===== config.mk =====
export PLATFORM = sky130hd
export DESIGN_NAME = rgrsp_top
export DESIGN_NICKNAME = d
export VERILOG_FILES = /design/src/logic/rgrsp_pkg.sv /design/src/logic/rgrsp_tx_if.sv /design/src/logic/rgrsp_builder.sv /design/src/logic/rgrsp_top.sv
export SDC_FILE = /design/constraint.sdc
export NUM_CORES = 1
export LEC_CHECK = 0
export CORE_MARGIN = 2
export CORE_UTILIZATION = 26
export DETAILED_ROUTE_END_ITERATION = 10
export DONT_BUFFER_PORTS = 1
export PLACE_DENSITY = 0.49
export SYNTH_ARGS = -nofsm -noshare
export SYNTH_HDL_FRONTEND = slang
export SYNTH_SLANG_ARGS = --single-unit

===== constraint.sdc =====
create_clock -name MCLK -period 3.85 [get_ports MCLK]
set_input_delay 0.9625 -clock MCLK [delete_from_list [all_inputs] [get_ports MCLK]]
set_output_delay 0.9625 -clock MCLK [all_outputs]
set_load 0.02 [all_outputs]

===== src/logic/rgrsp_pkg.sv =====
/*
  Shared constants and types for the registration response payload block:
  octet positions, field bit positions, entry codes, register offsets and
  reset values. Assumes one clock domain and a 32-bit word register port.
*/
// Behaviour
// - Unicast answer to a registration only
// - Octets 0-5 carry requester registration identifier
// - Octet 6 node number, zero if denied
// - Octet 7 bit 0 registration success flag
// - Octet 7 bits 3:1 bandplan group field
// - Octet 7 bits 6:4 rejection code
// - Octet 7 bit 7 security mode flag
// - Octet 8 bits 1:0 echo attempt count
// - Octet 8 bits 4:2 extended rejection code
// - Octet 8 bit 5 controller role fixed
// - Octet 8 bits 7:6 sent zero, ignored
// - Octets 9-15 security field, zero if unsecured
// - Security field: low node number, upper identity
// - Entry octet 0 is type code
// - Entry octet 1 is value length 0-255
// - Value octets 2..L+1, absent when L zero
// - Type 1 contention window, 2 backup controller
// - Backup entry node number, zero if unregistered
// - Backup entry identity, zero if unregistered
package rgrsp_pkg;

  // Payload layout
  localparam int unsigned HDR_LEN = 17;
  localparam logic [4:0] OCT_NODE = 5'h6;
  localparam logic [4:0] OCT_FLAGS = 5'h7;
  localparam logic [4:0] OCT_EXT = 5'h8;
  localparam logic [4:0] OCT_SEC0 = 5'h9;
  localparam logic [4:0] OCT_COUNT = 5'h10;
  localparam logic [4:0] OCT_BK_TYPE = 5'h11;
  localparam logic [4:0] OCT_BK_LAST = 5'h19;

  // Bit positions inside octets 7 and 8
  localparam int unsigned FLAG_BIT = 0;
  localparam int unsigned BAND_LSB = 1;
  localparam int unsigned REJ_LSB = 4;
  localparam int unsigned SECMODE_BIT = 7;
  localparam int unsigned ATT_LSB = 0;
  localparam int unsigned EXTREJ_LSB = 2;
  localparam int unsigned SCFIX_BIT = 5;

  // Entry codes
  localparam logic [7:0] TYPE_CW = 8'h01;
  localparam logic [7:0] TYPE_BACKUP = 8'h02;
  localparam logic [7:0] BK_LEN = 8'h07;

  // Register byte offsets
  localparam logic [7:0] REG_CTRL = 8'h00;
  localparam logic [7:0] REG_TX_ID_LO = 8'h04;
  localparam logic [7:0] REG_TX_ID_HI = 8'h08;
  localparam logic [7:0] REG_TX_FIELDS = 8'h0C;
  localparam logic [7:0] REG_TX_SEC_LO = 8'h10;
  localparam logic [7:0] REG_TX_SEC_HI = 8'h14;
  localparam logic [7:0] REG_TX_BK_LO = 8'h18;
  localparam logic [7:0] REG_TX_BK_HI = 8'h1C;
  localparam logic [7:0] REG_STATUS = 8'h20;
  localparam logic [7:0] REG_RX_ID_LO = 8'h24;
  localparam logic [7:0] REG_RX_ID_HI = 8'h28;
  localparam logic [7:0] REG_RX_FIELDS = 8'h2C;
  localparam logic [7:0] REG_RX_SEC_LO = 8'h30;
  localparam logic [7:0] REG_RX_SEC_HI = 8'h34;
  localparam logic [7:0] REG_RX_BK_LO = 8'h38;
  localparam logic [7:0] REG_RX_BK_HI = 8'h3C;

  // Control and status bits
  localparam int unsigned CTRL_START = 0;
  localparam int unsigned CTRL_BK_EN = 1;
  localparam int unsigned CTRL_BK_REG = 2;
  localparam int unsigned ST_TX_BUSY = 0;
  localparam int unsigned ST_RX_DONE = 1;
  localparam int unsigned ST_RX_BAD = 2;
  localparam int unsigned ST_BK_SEEN = 3;
  localparam int unsigned ST_CW_SEEN = 4;

  localparam logic [31:0] RST_WORD = 32'h0000_0000;

  // Response header fields as software sets them
  typedef struct packed {
    logic [47:0] registration_identifier;
    logic [7:0] node;
    logic flag;
    logic [2:0] band;
    logic [2:0] rej;
    logic secmode;
    logic [1:0] attempt;
    logic [2:0] extrej;
    logic scfix;
    logic [7:0] sec_node;
    logic [47:0] sec_id;
  } rgrsp_hdr_s;

endpackage : rgrsp_pkg


===== src/logic/rgrsp_tx_if.sv =====
/*
  Carrier between the register/parser top and the response builder.
  Assumes both ends run on the same clock.
*/
interface rgrsp_tx_if;
  import rgrsp_pkg::*;
  logic start;
  rgrsp_hdr_s hdr;
  logic bk_en;
  logic bk_reg;
  logic [7:0] bk_node;
  logic [47:0] bk_id;
  logic busy;
  logic [7:0] data;
  logic valid;
  logic last;
  logic ready;
  modport builder (input start, hdr, bk_en, bk_reg, bk_node, bk_id, ready,
                   output busy, data, valid, last);
  modport ctrl (output start, hdr, bk_en, bk_reg, bk_node, bk_id, ready,
                input busy, data, valid, last);
endinterface : rgrsp_tx_if


===== src/logic/rgrsp_builder.sv =====
/*
  Response builder: emits the payload octet by octet on a valid/ready
  stream. Assumes fields hold still while busy is high.
*/
module rgrsp_builder
  import rgrsp_pkg::*;
(
  // Clock and reset
  input wire logic clk,
  input wire logic reset_n,
  // Control side
  rgrsp_tx_if.builder tx
);
  import rgrsp_pkg::*;

  logic [4:0] idx;
  logic [4:0] last_idx;

  // Octet at a given payload position; all zeroing done here
  function automatic logic [7:0] octet_at(input logic [4:0] i, input rgrsp_hdr_s h,
      input logic bk_en, input logic bk_reg, input logic [7:0] bk_node,
      input logic [47:0] bk_id);
    logic [55:0] sec;
    logic [7:0] o;
    sec = h.secmode ? {h.sec_id, h.sec_node} : 56'h00_0000_0000_0000;
    o = 8'h00;
    if (i < OCT_NODE) begin
      o = h.registration_identifier[8'd47 - 8'd8 * i -: 8];
    end else if (i == OCT_NODE) begin
      o = h.flag ? h.node : 8'h00;
    end else if (i == OCT_FLAGS) begin
      o = {h.secmode, h.rej, h.band, h.flag};
    end else if (i == OCT_EXT) begin
      o = {2'b00, h.scfix, h.extrej, h.attempt};
    end else if (i < OCT_COUNT) begin
      o = sec[8'd55 - 8'd8 * (i - OCT_SEC0) -: 8];
    end else if (i == OCT_COUNT) begin
      o = {7'h00, bk_en};
    end else if (i == OCT_BK_TYPE) begin
      o = TYPE_BACKUP;
    end else if (i == OCT_BK_TYPE + 5'd1) begin
      o = BK_LEN;
    end else if (i == OCT_BK_TYPE + 5'd2) begin
      o = bk_reg ? bk_node : 8'h00;
    end else begin
      o = bk_reg ? bk_id[8'd47 - 8'd8 * (i - OCT_BK_TYPE - 5'd3) -: 8] : 8'h00;
    end
    return o;
  endfunction

  assign last_idx = tx.bk_en ? OCT_BK_LAST : OCT_COUNT;

  // Stream walker; a new octet loads only when the slot is free
  always_ff @(posedge clk or negedge reset_n) begin
    if (!reset_n) begin
      idx <= 5'h00;
      tx.busy <= 1'b0;
      tx.valid <= 1'b0;
      tx.last <= 1'b0;
      tx.data <= 8'h00;
    end else if (!tx.busy) begin
      if (tx.start) begin
        tx.busy <= 1'b1;
        idx <= 5'h00;
      end
    end else if (!tx.valid || tx.ready) begin
      if (tx.valid && tx.last) begin
        tx.busy <= 1'b0;
        tx.valid <= 1'b0;
        tx.last <= 1'b0;
      end else begin
        tx.valid <= 1'b1;
        tx.data <= octet_at(idx, tx.hdr, tx.bk_en, tx.bk_reg, tx.bk_node, tx.bk_id);
        tx.last <= (idx == last_idx);
        idx <= idx + 5'd1;
      end
    end
  end

endmodule : rgrsp_builder


===== src/logic/rgrsp_top.sv =====
/*
  Registration response payload block: register port, response builder
  (domain master role) and payload parser (registering node role).
  Assumes the receive stream comes from logic on MCLK and that the
  message type was already decoded upstream, so every octet seen here
  belongs to a registration response payload.
*/
// The strobed register port and the register offsets were chosen for this implementation.
module rgrsp_top
  import rgrsp_pkg::*;
(
  // Clock and reset
  input wire logic MCLK,
  input wire logic RESET_N,
  // Register port
  input wire logic [7:0] ADDR,
  input wire logic [31:0] WDATA,
  input wire logic WR,
  input wire logic RD,
  output logic [31:0] RDATA,
  // Transmit payload stream
  output logic [7:0] TX_DATA,
  output logic TX_VALID,
  output logic TX_LAST,
  input wire logic TX_READY,
  // Receive payload stream
  input wire logic [7:0] RX_DATA,
  input wire logic RX_VALID,
  input wire logic RX_LAST
);
  import rgrsp_pkg::*;

  typedef enum logic [2:0] {P_HDR, P_TYPE, P_LEN, P_VAL, P_TAIL} rgrsp_pstate_e;

  rgrsp_tx_if txi ();

  // Transmit-side registers
  rgrsp_hdr_s tx_hdr;
  logic tx_bk_en;
  logic tx_bk_reg;
  logic [7:0] tx_bk_node;
  logic [47:0] tx_bk_id;
  logic tx_start;

  // Receive-side state
  logic [7:0] rx_oct [0:HDR_LEN-1];
  rgrsp_pstate_e pstate;
  rgrsp_pstate_e next_pstate;
  logic [4:0] hidx;
  logic [7:0] entries_left;
  logic [7:0] cur_type;
  logic [7:0] vlen;
  logic [7:0] vidx;
  logic [7:0] rx_count;
  logic [7:0] rx_bk_node;
  logic [47:0] rx_bk_id;
  logic [7:0] skipped;
  logic rx_done;
  logic rx_bad;
  logic bk_seen;
  logic cw_seen;
  logic entry_end;
  logic msg_end;
  logic msg_bad;

  // Strobes of the register port and receive field views
  logic wr_ctrl;
  logic wr_status;
  logic [47:0] rx_registration_identifier;
  logic [55:0] rx_sec;

  // Field word layout shared by the transmit and receive readback
  function automatic logic [31:0] fields_word(input logic [7:0] node, input logic flag,
      input logic [2:0] band, input logic [2:0] rej, input logic secmode,
      input logic [1:0] attempt, input logic [2:0] extrej, input logic scfix);
    return {10'h000, scfix, extrej, attempt, secmode, rej, band, flag, node};
  endfunction

  // Builder instance
  rgrsp_builder u_builder (
    .clk(MCLK),
    .reset_n(RESET_N),
    .tx(txi)
  );

  assign txi.start = tx_start;
  assign txi.hdr = tx_hdr;
  assign txi.bk_en = tx_bk_en;
  assign txi.bk_reg = tx_bk_reg;
  assign txi.bk_node = tx_bk_node;
  assign txi.bk_id = tx_bk_id;
  assign txi.ready = TX_READY;
  assign TX_DATA = txi.data;
  assign TX_VALID = txi.valid;
  assign TX_LAST = txi.last;

  assign wr_ctrl = WR && (ADDR == REG_CTRL);
  assign wr_status = WR && (ADDR == REG_STATUS);

  // Start is a one-cycle pulse; ignored by the builder while busy
  always_ff @(posedge MCLK or negedge RESET_N) begin
    if (!RESET_N) begin
      tx_start <= 1'b0;
    end else begin
      tx_start <= wr_ctrl && WDATA[CTRL_START];
    end
  end

  // Transmit field registers
  always_ff @(posedge MCLK or negedge RESET_N) begin
    if (!RESET_N) begin
      tx_hdr <= '0;
      tx_bk_en <= 1'b0;
      tx_bk_reg <= 1'b0;
      tx_bk_node <= 8'h00;
      tx_bk_id <= 48'h0000_0000_0000;
    end else if (WR) begin
      unique case (ADDR)
        REG_CTRL: begin
          tx_bk_en <= WDATA[CTRL_BK_EN];
          tx_bk_reg <= WDATA[CTRL_BK_REG];
        end
        REG_TX_ID_LO: tx_hdr.registration_identifier[31:0] <= WDATA;
        REG_TX_ID_HI: tx_hdr.registration_identifier[47:32] <= WDATA[15:0];
        REG_TX_FIELDS: begin
          tx_hdr.node <= WDATA[7:0];
          tx_hdr.flag <= WDATA[8];
          tx_hdr.band <= WDATA[11:9];
          tx_hdr.rej <= WDATA[14:12];
          tx_hdr.secmode <= WDATA[15];
          tx_hdr.attempt <= WDATA[17:16];
          tx_hdr.extrej <= WDATA[20:18];
          tx_hdr.scfix <= WDATA[21];
        end
        REG_TX_SEC_LO: tx_hdr.sec_id[31:0] <= WDATA;
        REG_TX_SEC_HI: begin
          tx_hdr.sec_id[47:32] <= WDATA[15:0];
          tx_hdr.sec_node <= WDATA[23:16];
        end
        REG_TX_BK_LO: tx_bk_id[31:0] <= WDATA;
        REG_TX_BK_HI: begin
          tx_bk_id[47:32] <= WDATA[15:0];
          tx_bk_node <= WDATA[23:16];
        end
        default: ;
      endcase
    end
  end

  // Parser next state and end-of-entry decode
  always_comb begin
    next_pstate = pstate;
    entry_end = 1'b0;
    unique case (pstate)
      P_HDR: begin
        if (hidx == OCT_COUNT) begin
          next_pstate = (RX_DATA == 8'h00) ? P_TAIL : P_TYPE;
        end
      end
      P_TYPE: next_pstate = P_LEN;
      P_LEN: begin
        if (RX_DATA == 8'h00) begin
          entry_end = 1'b1;
        end else begin
          next_pstate = P_VAL;
        end
      end
      P_VAL: entry_end = (vidx == vlen);
      P_TAIL: next_pstate = P_TAIL;
    endcase
    if (entry_end) begin
      next_pstate = (entries_left == 8'h01) ? P_TAIL : P_TYPE;
    end
  end

  // A payload is bad if it ends before the final entry closes; octets after it are ignored
  assign msg_end = RX_VALID && RX_LAST;
  assign msg_bad = msg_end && (next_pstate != P_TAIL);

  // Parser walk; the state returns to the header at each end of message
  always_ff @(posedge MCLK or negedge RESET_N) begin
    if (!RESET_N) begin
      pstate <= P_HDR;
      hidx <= 5'h00;
      entries_left <= 8'h00;
      cur_type <= 8'h00;
      vlen <= 8'h00;
      vidx <= 8'h00;
    end else if (RX_VALID) begin
      pstate <= msg_end ? P_HDR : next_pstate;
      hidx <= msg_end ? 5'h00 : ((pstate == P_HDR) ? hidx + 5'd1 : hidx);
      if (pstate == P_HDR && hidx == OCT_COUNT) begin
        entries_left <= RX_DATA;
      end else if (entry_end) begin
        entries_left <= entries_left - 8'd1;
      end
      if (pstate == P_TYPE) begin
        cur_type <= RX_DATA;
      end
      if (pstate == P_LEN) begin
        vlen <= RX_DATA;
        vidx <= 8'h01;
      end else if (pstate == P_VAL) begin
        vidx <= vidx + 8'd1;
      end
    end
  end

  // Header octets kept raw; decoding happens at readback
  always_ff @(posedge MCLK or negedge RESET_N) begin
    if (!RESET_N) begin
      for (int i = 0; i < HDR_LEN; i++) begin
        rx_oct[i] <= 8'h00;
      end
    end else if (RX_VALID && pstate == P_HDR) begin
      rx_oct[hidx] <= RX_DATA;
    end
  end

  // Backup controller entry capture; value octets counted from one
  always_ff @(posedge MCLK or negedge RESET_N) begin
    if (!RESET_N) begin
      rx_bk_node <= 8'h00;
      rx_bk_id <= 48'h0000_0000_0000;
      rx_count <= 8'h00;
    end else if (RX_VALID) begin
      if (pstate == P_HDR && hidx == OCT_COUNT) begin
        rx_count <= RX_DATA;
      end
      if (pstate == P_VAL && cur_type == TYPE_BACKUP) begin
        if (vidx == 8'h01) begin
          rx_bk_node <= RX_DATA;
        end else if (vidx <= BK_LEN) begin
          rx_bk_id[8'd63 - 8'd8 * vidx -: 8] <= RX_DATA;
        end
      end
    end
  end

  // Status flags: hardware set wins over a write-one clear
  always_ff @(posedge MCLK or negedge RESET_N) begin
    if (!RESET_N) begin
      rx_done <= 1'b0;
      rx_bad <= 1'b0;
      bk_seen <= 1'b0;
      cw_seen <= 1'b0;
      skipped <= 8'h00;
    end else begin
      rx_done <= msg_end || (rx_done && !(wr_status && WDATA[ST_RX_DONE]));
      rx_bad <= msg_bad || (rx_bad && !(wr_status && WDATA[ST_RX_BAD]));
      if (RX_VALID && pstate == P_HDR && hidx == 5'h00) begin
        bk_seen <= 1'b0;
        cw_seen <= 1'b0;
        skipped <= 8'h00;
      end else if (RX_VALID && pstate == P_LEN) begin
        // Reserved types only counted, never an error
        unique case (cur_type)
          TYPE_CW: cw_seen <= 1'b1;
          TYPE_BACKUP: bk_seen <= 1'b1;
          default: skipped <= skipped + 8'd1;
        endcase
      end
    end
  end

  // Receive field views; octet 8 reserved bits dropped
  always_comb begin
    for (int i = 0; i < 6; i++) begin
      rx_registration_identifier[47 - 8 * i -: 8] = rx_oct[i];
    end
    for (int i = 0; i < 7; i++) begin
      rx_sec[55 - 8 * i -: 8] = rx_oct[9 + i];
    end
  end

  // Read data stands one cycle after the strobe, zero otherwise
  always_ff @(posedge MCLK or negedge RESET_N) begin
    if (!RESET_N) begin
      RDATA <= RST_WORD;
    end else if (!RD) begin
      RDATA <= RST_WORD;
    end else begin
      unique case (ADDR)
        REG_CTRL: RDATA <= {29'h000_0000, tx_bk_reg, tx_bk_en, 1'b0};
        REG_TX_ID_LO: RDATA <= tx_hdr.registration_identifier[31:0];
        REG_TX_ID_HI: RDATA <= {16'h0000, tx_hdr.registration_identifier[47:32]};
        REG_TX_FIELDS: RDATA <= fields_word(tx_hdr.node, tx_hdr.flag, tx_hdr.band,
            tx_hdr.rej, tx_hdr.secmode, tx_hdr.attempt, tx_hdr.extrej, tx_hdr.scfix);
        REG_TX_SEC_LO: RDATA <= tx_hdr.sec_id[31:0];
        REG_TX_SEC_HI: RDATA <= {8'h00, tx_hdr.sec_node, tx_hdr.sec_id[47:32]};
        REG_TX_BK_LO: RDATA <= tx_bk_id[31:0];
        REG_TX_BK_HI: RDATA <= {8'h00, tx_bk_node, tx_bk_id[47:32]};
        REG_STATUS: RDATA <= {16'h0000, skipped, 3'b000, cw_seen, bk_seen, rx_bad,
            rx_done, txi.busy};
        REG_RX_ID_LO: RDATA <= rx_registration_identifier[31:0];
        REG_RX_ID_HI: RDATA <= {16'h0000, rx_registration_identifier[47:32]};
        REG_RX_FIELDS: RDATA <= fields_word(rx_oct[OCT_NODE],
            rx_oct[OCT_FLAGS][FLAG_BIT], rx_oct[OCT_FLAGS][BAND_LSB +: 3],
            rx_oct[OCT_FLAGS][REJ_LSB +: 3], rx_oct[OCT_FLAGS][SECMODE_BIT],
            rx_oct[OCT_EXT][ATT_LSB +: 2], rx_oct[OCT_EXT][EXTREJ_LSB +: 3],
            rx_oct[OCT_EXT][SCFIX_BIT]);
        REG_RX_SEC_LO: RDATA <= rx_sec[39:8];
        REG_RX_SEC_HI: RDATA <= {8'h00, rx_sec[7:0], rx_sec[55:40]};
        REG_RX_BK_LO: RDATA <= rx_bk_id[31:0];
        REG_RX_BK_HI: RDATA <= {rx_count, rx_bk_node, rx_bk_id[47:32]};
        default: RDATA <= RST_WORD;
      endcase
    end
  end

endmodule : rgrsp_top


==> run metrics, run 1 <==
Die ar.=around 0.092 mm2; Reg clk slew, reported paths=60 ps; global-route wire length before repair=131000 um; worst r2r src=u_builder.idx[1]$_DFFE_PN0P_; Tot GR Track Use=19.6%; post-CTS sizing=0; critical path launch point=u_builder.idx[1]$_DFFE_PN0P_; CTS sink cnt=475; initial antenna violation count=3; hold_ws=around 100 ps; IO Pins=97; syn avg cell area=11.9 um2; TritonRoute pass-1 iters=8; Clk Latency, worst-skew pair=640 ps; EDFF count, synth=0; Tot Pwr=about 15 mW; Fillers=about 9000; Via density=approximately 5.5; Yosys warning count=0; HP Class=input pin to asynchronous set/reset pin; Initial Util=a little over a quarter; Slew Limit Fails=93; Routed WL per cell=~29 um; Psw=4.59 mW; Crit path largest cell delay=between 800 and 900 ps; final setup TNS=0 ps; Max-cap violations=0; Worst Tran Pin Value=about 1600 ps; IO Port Bufs=0; status=finished, violations left; fmax=between 0.3 and 0.4 GHz; vias in the first global route=16900; CTS Root Cell=clkbuf_16; Leak Pwr=11.7 nW; failing checks=max-slew violations; CP Capture Type=flip-flop; sw frac=a little under a third; Worst Path Arrival=3580 ps; register area share after synthesis=50.9%; Post-CTS Setup Inserts=0; DRC=0; crit path max fanout=12; slew margin rel.=-6.88%; grt total ovfl=0; Top Registers=rx_oct x126, tx_hdr x126; Int Pwr=10.1 mW; Reg2Reg Depth=8; vias=17200; final cell count without fillers=3159; maximum root-to-sink buffer count=3; Syn Nets=around 2000; Worst Path Required=4370 ps; Post-CTS Hold Fix Bufs=0; sequential power share=a little over two fifths; TritonCTS buffer count=56; largest net degree at the start of global routing=476; Core ar.=0.0888 mm2; Setup crit start kind=flip-flop; synth-to-layout area growth=13.9%; r2r endpoint=u_builder.tx.data[1]$_DFFE_PN0P_; final WL=between 90000 and 100000 um; ys async rst share=100%; Setup CP Type=flip-flop to flip-flop; synthesized cell area=0.0234 mm2; RSZ-0062 raised after global routing=no; H-tree depth=2; CP endpoint=u_builder.tx.data[1]$_DFFE_PN0P_; critical-path cell list=inv_1 -> ha_1 -> buf_4 -> mux2_2 -> a221oi_1 -> or4_1 -> o311ai_0 -> a31o_2; chip width=304 um; 1st-iter DRT viols=1684; Fin. Hold Viols=0; Worst path slowest cell=ha_1; FP Rows=109; Final nets=2030; Final Critical Period=3060 ps; gpl congestion=0.930; Max VDD drop=between 0.0003 and 0.0004 V; CTS tree=done; dpl hpwl=67100 um; fin crit share=between 70% and 80%; setup violators final=0; die height=304 um; Synth Instances=1963; worst-case clock skew=between 20 and 25 ps; ys flop type=dfrtp_1; count of cell types in the netlist=83; Comb pwr share=20.8%; clock power share=between 30% and 40%; layout cell share with drive strength beyond 1=~30%; Final ANT Viol Nets=0; post-layout utilization of the core=30.0%; pwr/cell area=550 mW/mm2; Post-Place Cells=between 3000 and 4000; #FFs+latches synth=475; Reg2Reg Setup Slack=a little under 800 ps
[cells in the mapped netlist (16+ instances only)]
library cell	count	area [um2]
nand3_1	30	150
mux4_2	21	473
a222oi_1	17	170
o21ai_0	51	255
inv_1	18	67.6
buf_1	16	60.1
mux2i_1	46	460
nand2_1	149	559
a22oi_1	94	706
ha_1	26	325
xor2_1	18	158
a221oi_1	20	175
a31oi_1	28	175
nor3_1	22	110
a22o_1	20	175
a21oi_1	53	265
nor2_1	105	394
o22ai_1	28	175
clkbuf_1	75	282
dfrtp_1	475	11900
buf_2	40	200
mux2_2	377	4250
[critical path: cells and delay by family (launching register included)]
| family | cells | cell delay [ps] |
|---|---|---|
| adder cells (fa/ha/maj) | 1 | 880 |
| AO/OA/AOI/OAI | 3 | 820 |
| multiplexers | 1 | 380 |
| flip-flops | 1 | 340 |
| buffers and inverters | 2 | 340 |
| AND/OR/NAND/NOR | 1 | 160 |
[layout make-up]
cell class | instances | area, um2 | area share [%]
Sequential cell | 475 | 11900 | 44.6
Multi-Input combinational cell | 1334 | 10900 | 40.8
Clock buffer | 78 | 1610 | 6.06
Tap cell | 1165 | 1460 | 5.47
Timing Repair Buffer | 63 | 498 | 1.87
Clock inverter | 21 | 218 | 0.818
Inverter | 19 | 71.3 | 0.268
Antenna cell | 4 | 10.0 | 0.0376
[stage by stage]
step                setup slack (ps)  area, um2
floorplan                        691      23400
global placement                 703      24800
detailed placement               648      24800
CTS                              841      26600
global route                     729      26600
finish                           790      26600
[cells by family after synthesis]
logic type                 count (synthesis)  synth area share, %
AOI/OAI and AO/OA                        417                 12.6
muxes                                    448                 22.4
adders and majority gates                 26                 1.39
DFF                                      475                 50.9
and+or+nand+nor                          410                 8.72
buffers and inverters                    154                 2.80
xor gates and xnor gates                  33                 1.24
[cells in the final DEF (no fill, tap or decap), drive strengths merged, types with 46 or more instances in the layout]
| cell type | netlist | layout |
|---|---|---|
| dfrtp | 475 | 475 |
| mux2 | 381 | 381 |
| nand2 | 150 | 150 |
| nor2 | 108 | 108 |
| a22oi | 94 | 94 |
| clkbuf | 75 | 78 |
| o21ai | 75 | 75 |
| buf | 60 | 63 |
| a21oi | 53 | 53 |
| mux2i | 46 | 46 |
[layer usage]
layer,part of all wire (%),up-vias,track usage (%)
li1,-,7335,-
met1,43,9080,26.1
met2,46,680,30.8
met3,8.0,146,4.95
met4,3.7,2,7.42
met5,0.0087,-,0
[worst min path at each step]
stage	from	to	slack, ps	cells past startpoint
3_3_place_gp	rx_bk_id[9]$_DFFE_PN0P_	rx_bk_id[9]$_DFFE_PN0P_	470	2
6_report	RESET_N	RDATA[9]$_DFF_PN0_	100	0
4_1_cts	RESET_N	RDATA[9]$_DFF_PN0_	60	0
3_5_place_dp	rx_bk_id[9]$_DFFE_PN0P_	rx_bk_id[9]$_DFFE_PN0P_	470	2
5_1_grt	RESET_N	RDATA[9]$_DFF_PN0_	60	0
2_1_floorplan	tx_start$_DFF_PN0_	u_builder.tx.busy$_DFF_PN0_	440	1
[power groups by stage]
| stage | Combinational, mW | Sequential (mW) | Clock (mW) |
|---|---|---|---|
| 6_report | 3.04 | 6.27 | 5.33 |
| 4_1_cts | 3.01 | 6.25 | 5.44 |
| 3_5_place_dp | 3.00 | 6.34 | 0 |
| 3_3_place_gp | 2.94 | 6.32 | 0 |
| 2_1_floorplan | 2.26 | 6.03 | 0 |
| 5_1_grt | 3.25 | 6.33 | 5.65 |
(Power assumes the default switching activity.)
==> inputs of run 2 (changes only) <==
Settings changed: PLACE_DENSITY 0.49 to 0.51.
Clock period 3.85 ns to 2.6 ns, I/O delays scaled along.
==> run 2 against run 1 <==
Compared with the run above:
- critical path depth unchanged
- final cell count increased by 2.8%
- largest cell class unchanged
- highest routed layer is now met4
- largest power group unchanged
- sequential power increased by 47%
- critical path type unchanged
- the flow finishes with violations (negative hold slack)
- first-iteration DRC count increased by 17%
==> run metrics, run 2 (synthesis gave the netlist of run 1 again) <==
status=finished, violations left (unchanged); failing checks=negative hold slack (was max-slew violations); Worst Tran Pin Value=1330 ps (was 1600 ps); synth-to-layout area growth=17.8% (was 13.9%); layout cell share with drive strength beyond 1=33.1% (was 29.6%); Core ar.=0.0888 mm2 (unchanged); initial antenna violation count=4 (was 3); Tot Pwr=22.3 mW (was 14.7 mW); grt total ovfl=0 (unchanged); most frequent cells in the layout=dfrtp_1 (473), mux2_2 (377), nand2_1 (148), buf_4 (134), nor2_1 (104) (was dfrtp_1 (474), mux2_2 (377), nand2_1 (149), nor2_1 (104), a22oi_1 (94)); 1st-iter DRT viols=1970 (was 1684); Setup CP Type=flip-flop to flip-flop (unchanged); Worst path slowest cell=mux4_2 (was ha_1); Post-Place Cells=3143 (was 3056); Top Registers=rx_oct x126, tx_hdr x126 (unchanged); Via density=5.44 (was 5.46); Max-cap violations=0 (unchanged); IO Port Bufs=0 (unchanged); vias=17700 (was 17200); TritonCTS buffer count=55 (was 56); Slew Limit Fails=0 (was 93); Routed WL per cell=29.0 um (was 29.2 um); pwr/cell area=812 mW/mm2 (was 550 mW/mm2); Crit path largest cell delay=590 ps (was 880 ps); Setup crit start kind=flip-flop (unchanged); TritonRoute pass-1 iters=6 (was 8); met2 global-route usage=31.6% (was 30.8%); CTS tree=done (unchanged); commonest non-fill, non-tap cell in the layout=dfrtp_1 (unchanged); fin crit share=96.5% (was 79.5%); met3 Usage GRT=3.87% (was 4.95%); CTS Root Cell=clkbuf_16 (unchanged); CP most frequent cell=buf_4; Clk Latency, worst-skew pair=610 ps (was 640 ps); chip width=304 um (unchanged); hold_ws=-234 ps (was 101 ps); Final ANT Viol Nets=0 (unchanged); Tot GR Track Use=20.0% (was 19.6%); Max VDD drop=0.000586 V (was 0.000367 V); Fin. Hold Viols=342 (was 0); CTS sink cnt=475 (unchanged); setup violators final=0 (unchanged); critical-path cell list=buf_4 -> buf_4 -> mux4_2 -> nand2_1 -> o21ai_0 -> a211oi_1 -> buf_4 -> o32ai_2 (was inv_1 -> ha_1 -> buf_4 -> mux2_2 -> a221oi_1 -> or4_1 -> o311ai_0 -> a31o_2); gpl congestion=0.970 (was 0.930); CP Capture Type=flip-flop (unchanged); Reg clk slew, reported paths=70 ps (was 60 ps); maximum root-to-sink buffer count=3 (unchanged); global-route wire length before repair=135000 um (was 131000 um); vias in the first global route=17400 (was 16900); Die ar.=0.0923 mm2 (unchanged); fmax=0.399 GHz (was 0.327 GHz); HP Class=input pin to asynchronous set/reset pin (unchanged); worst-case clock skew=12.4 ps (was 22.1 ps); DRC=0 (unchanged); die height=304 um (unchanged); FP Rows=109 (unchanged); Worst Path Required=3090 ps (was 4370 ps); IO Pins=97 (unchanged); grt peak-use layer=met2 (unchanged); dpl hpwl=68400 um (was 67100 um); Leak Pwr=12.2 nW (was 11.7 nW); Post-CTS Setup Inserts=0 (unchanged); H-tree depth=2 (unchanged); met1 Track Usage GR=27.9% (was 26.1%); Worst Path Arrival=3000 ps (was 3580 ps); final cell count without fillers=3246 (was 3159); slew margin rel.=11.3% (was -6.88%); post-layout utilization of the core=31.0% (was 30.0%); RSZ-0062 raised after global routing=no (unchanged); crit path max fanout=14 (was 12); Final nets=2116 (was 2030); largest net degree at the start of global routing=476 (unchanged); final WL=94100 um (was 92300 um); Initial Util=26.3% (unchanged); final setup TNS=0 ps (unchanged); Final Critical Period=2510 ps (was 3060 ps)
## run 2: through the flow
stage                     cell area [um2]  worst slack, ps
after CTS                           27500             29.8
after global placement              25700             -128
after detailed placement            25700            -91.5
after global routing                27500             5.71
final                               27500             92.2
after floorplan                     23400            -1.79
## run 2: power by group
part / internal, mW / switching [mW] / total (mW)
logic: 2.44 / 2.73 / 5.17
registers: 8.28 / 0.920 / 9.20
clock network: 4.66 / 3.32 / 7.98
## run 2: per-layer routing
metal	up-vias	wire length, um
li1	7516	-
met3	136	7170
met2	711	43100
met4	0	2570
met1	9308	41200
met5	-	0
## run 2: path summary, 6_finish.rpt
check | endpoint | cells past startpoint | slack [ps] | from
setup / recovery | u_builder.tx.data[6]$_DFFE_PN0P_ | 8 | 90 | u_builder.idx[0]$_DFFE_PN0P_
setup reg to reg | u_builder.tx.data[6]$_DFFE_PN0P_ | 8 | 90 | u_builder.idx[0]$_DFFE_PN0P_
hold reg to reg | rx_bk_id[25]$_DFFE_PN0P_ | 2 | 490 | rx_bk_id[25]$_DFFE_PN0P_
hold / removal | rx_oct[16]$_DFFE_PN0P_ | 0 | -230 | RESET_N
max in group asynchronous | u_builder.idx[1]$_DFFE_PN0P_ | 0 | 1700 | RESET_N
min in group MCLK | pstate[1]$_DFFE_PN0P_ | 1 | 120 | RX_VALID
## run 2: final cells by class
cell class	instances	area (um2)
fill	8931	61300
sequential	475	11900
multi-input combinational	1334	10900
clock buffer	75	1540
tap	1165	1460
timing repair buffer	150	1330
clock inverter	27	299
inverter	19	71.3
antenna	1	2.50
## run 2: worst max-delay path: cells and delay by family (launching register included)
| kind | cells | cell delay, ps |
|---|---|---|
| AOI/OAI and AO/OA | 3 | 650 |
| buffers and inverters | 3 | 700 |
| DFF | 1 | 350 |
| muxes | 1 | 590 |
| and+or+nand+nor | 1 | 90 |
## run 2: repair_timing
item,4_1_cts,5_1_grt
resized for setup,1,8
setup endpoints to repair,1,8
endpoints found under the hold margin,475,475
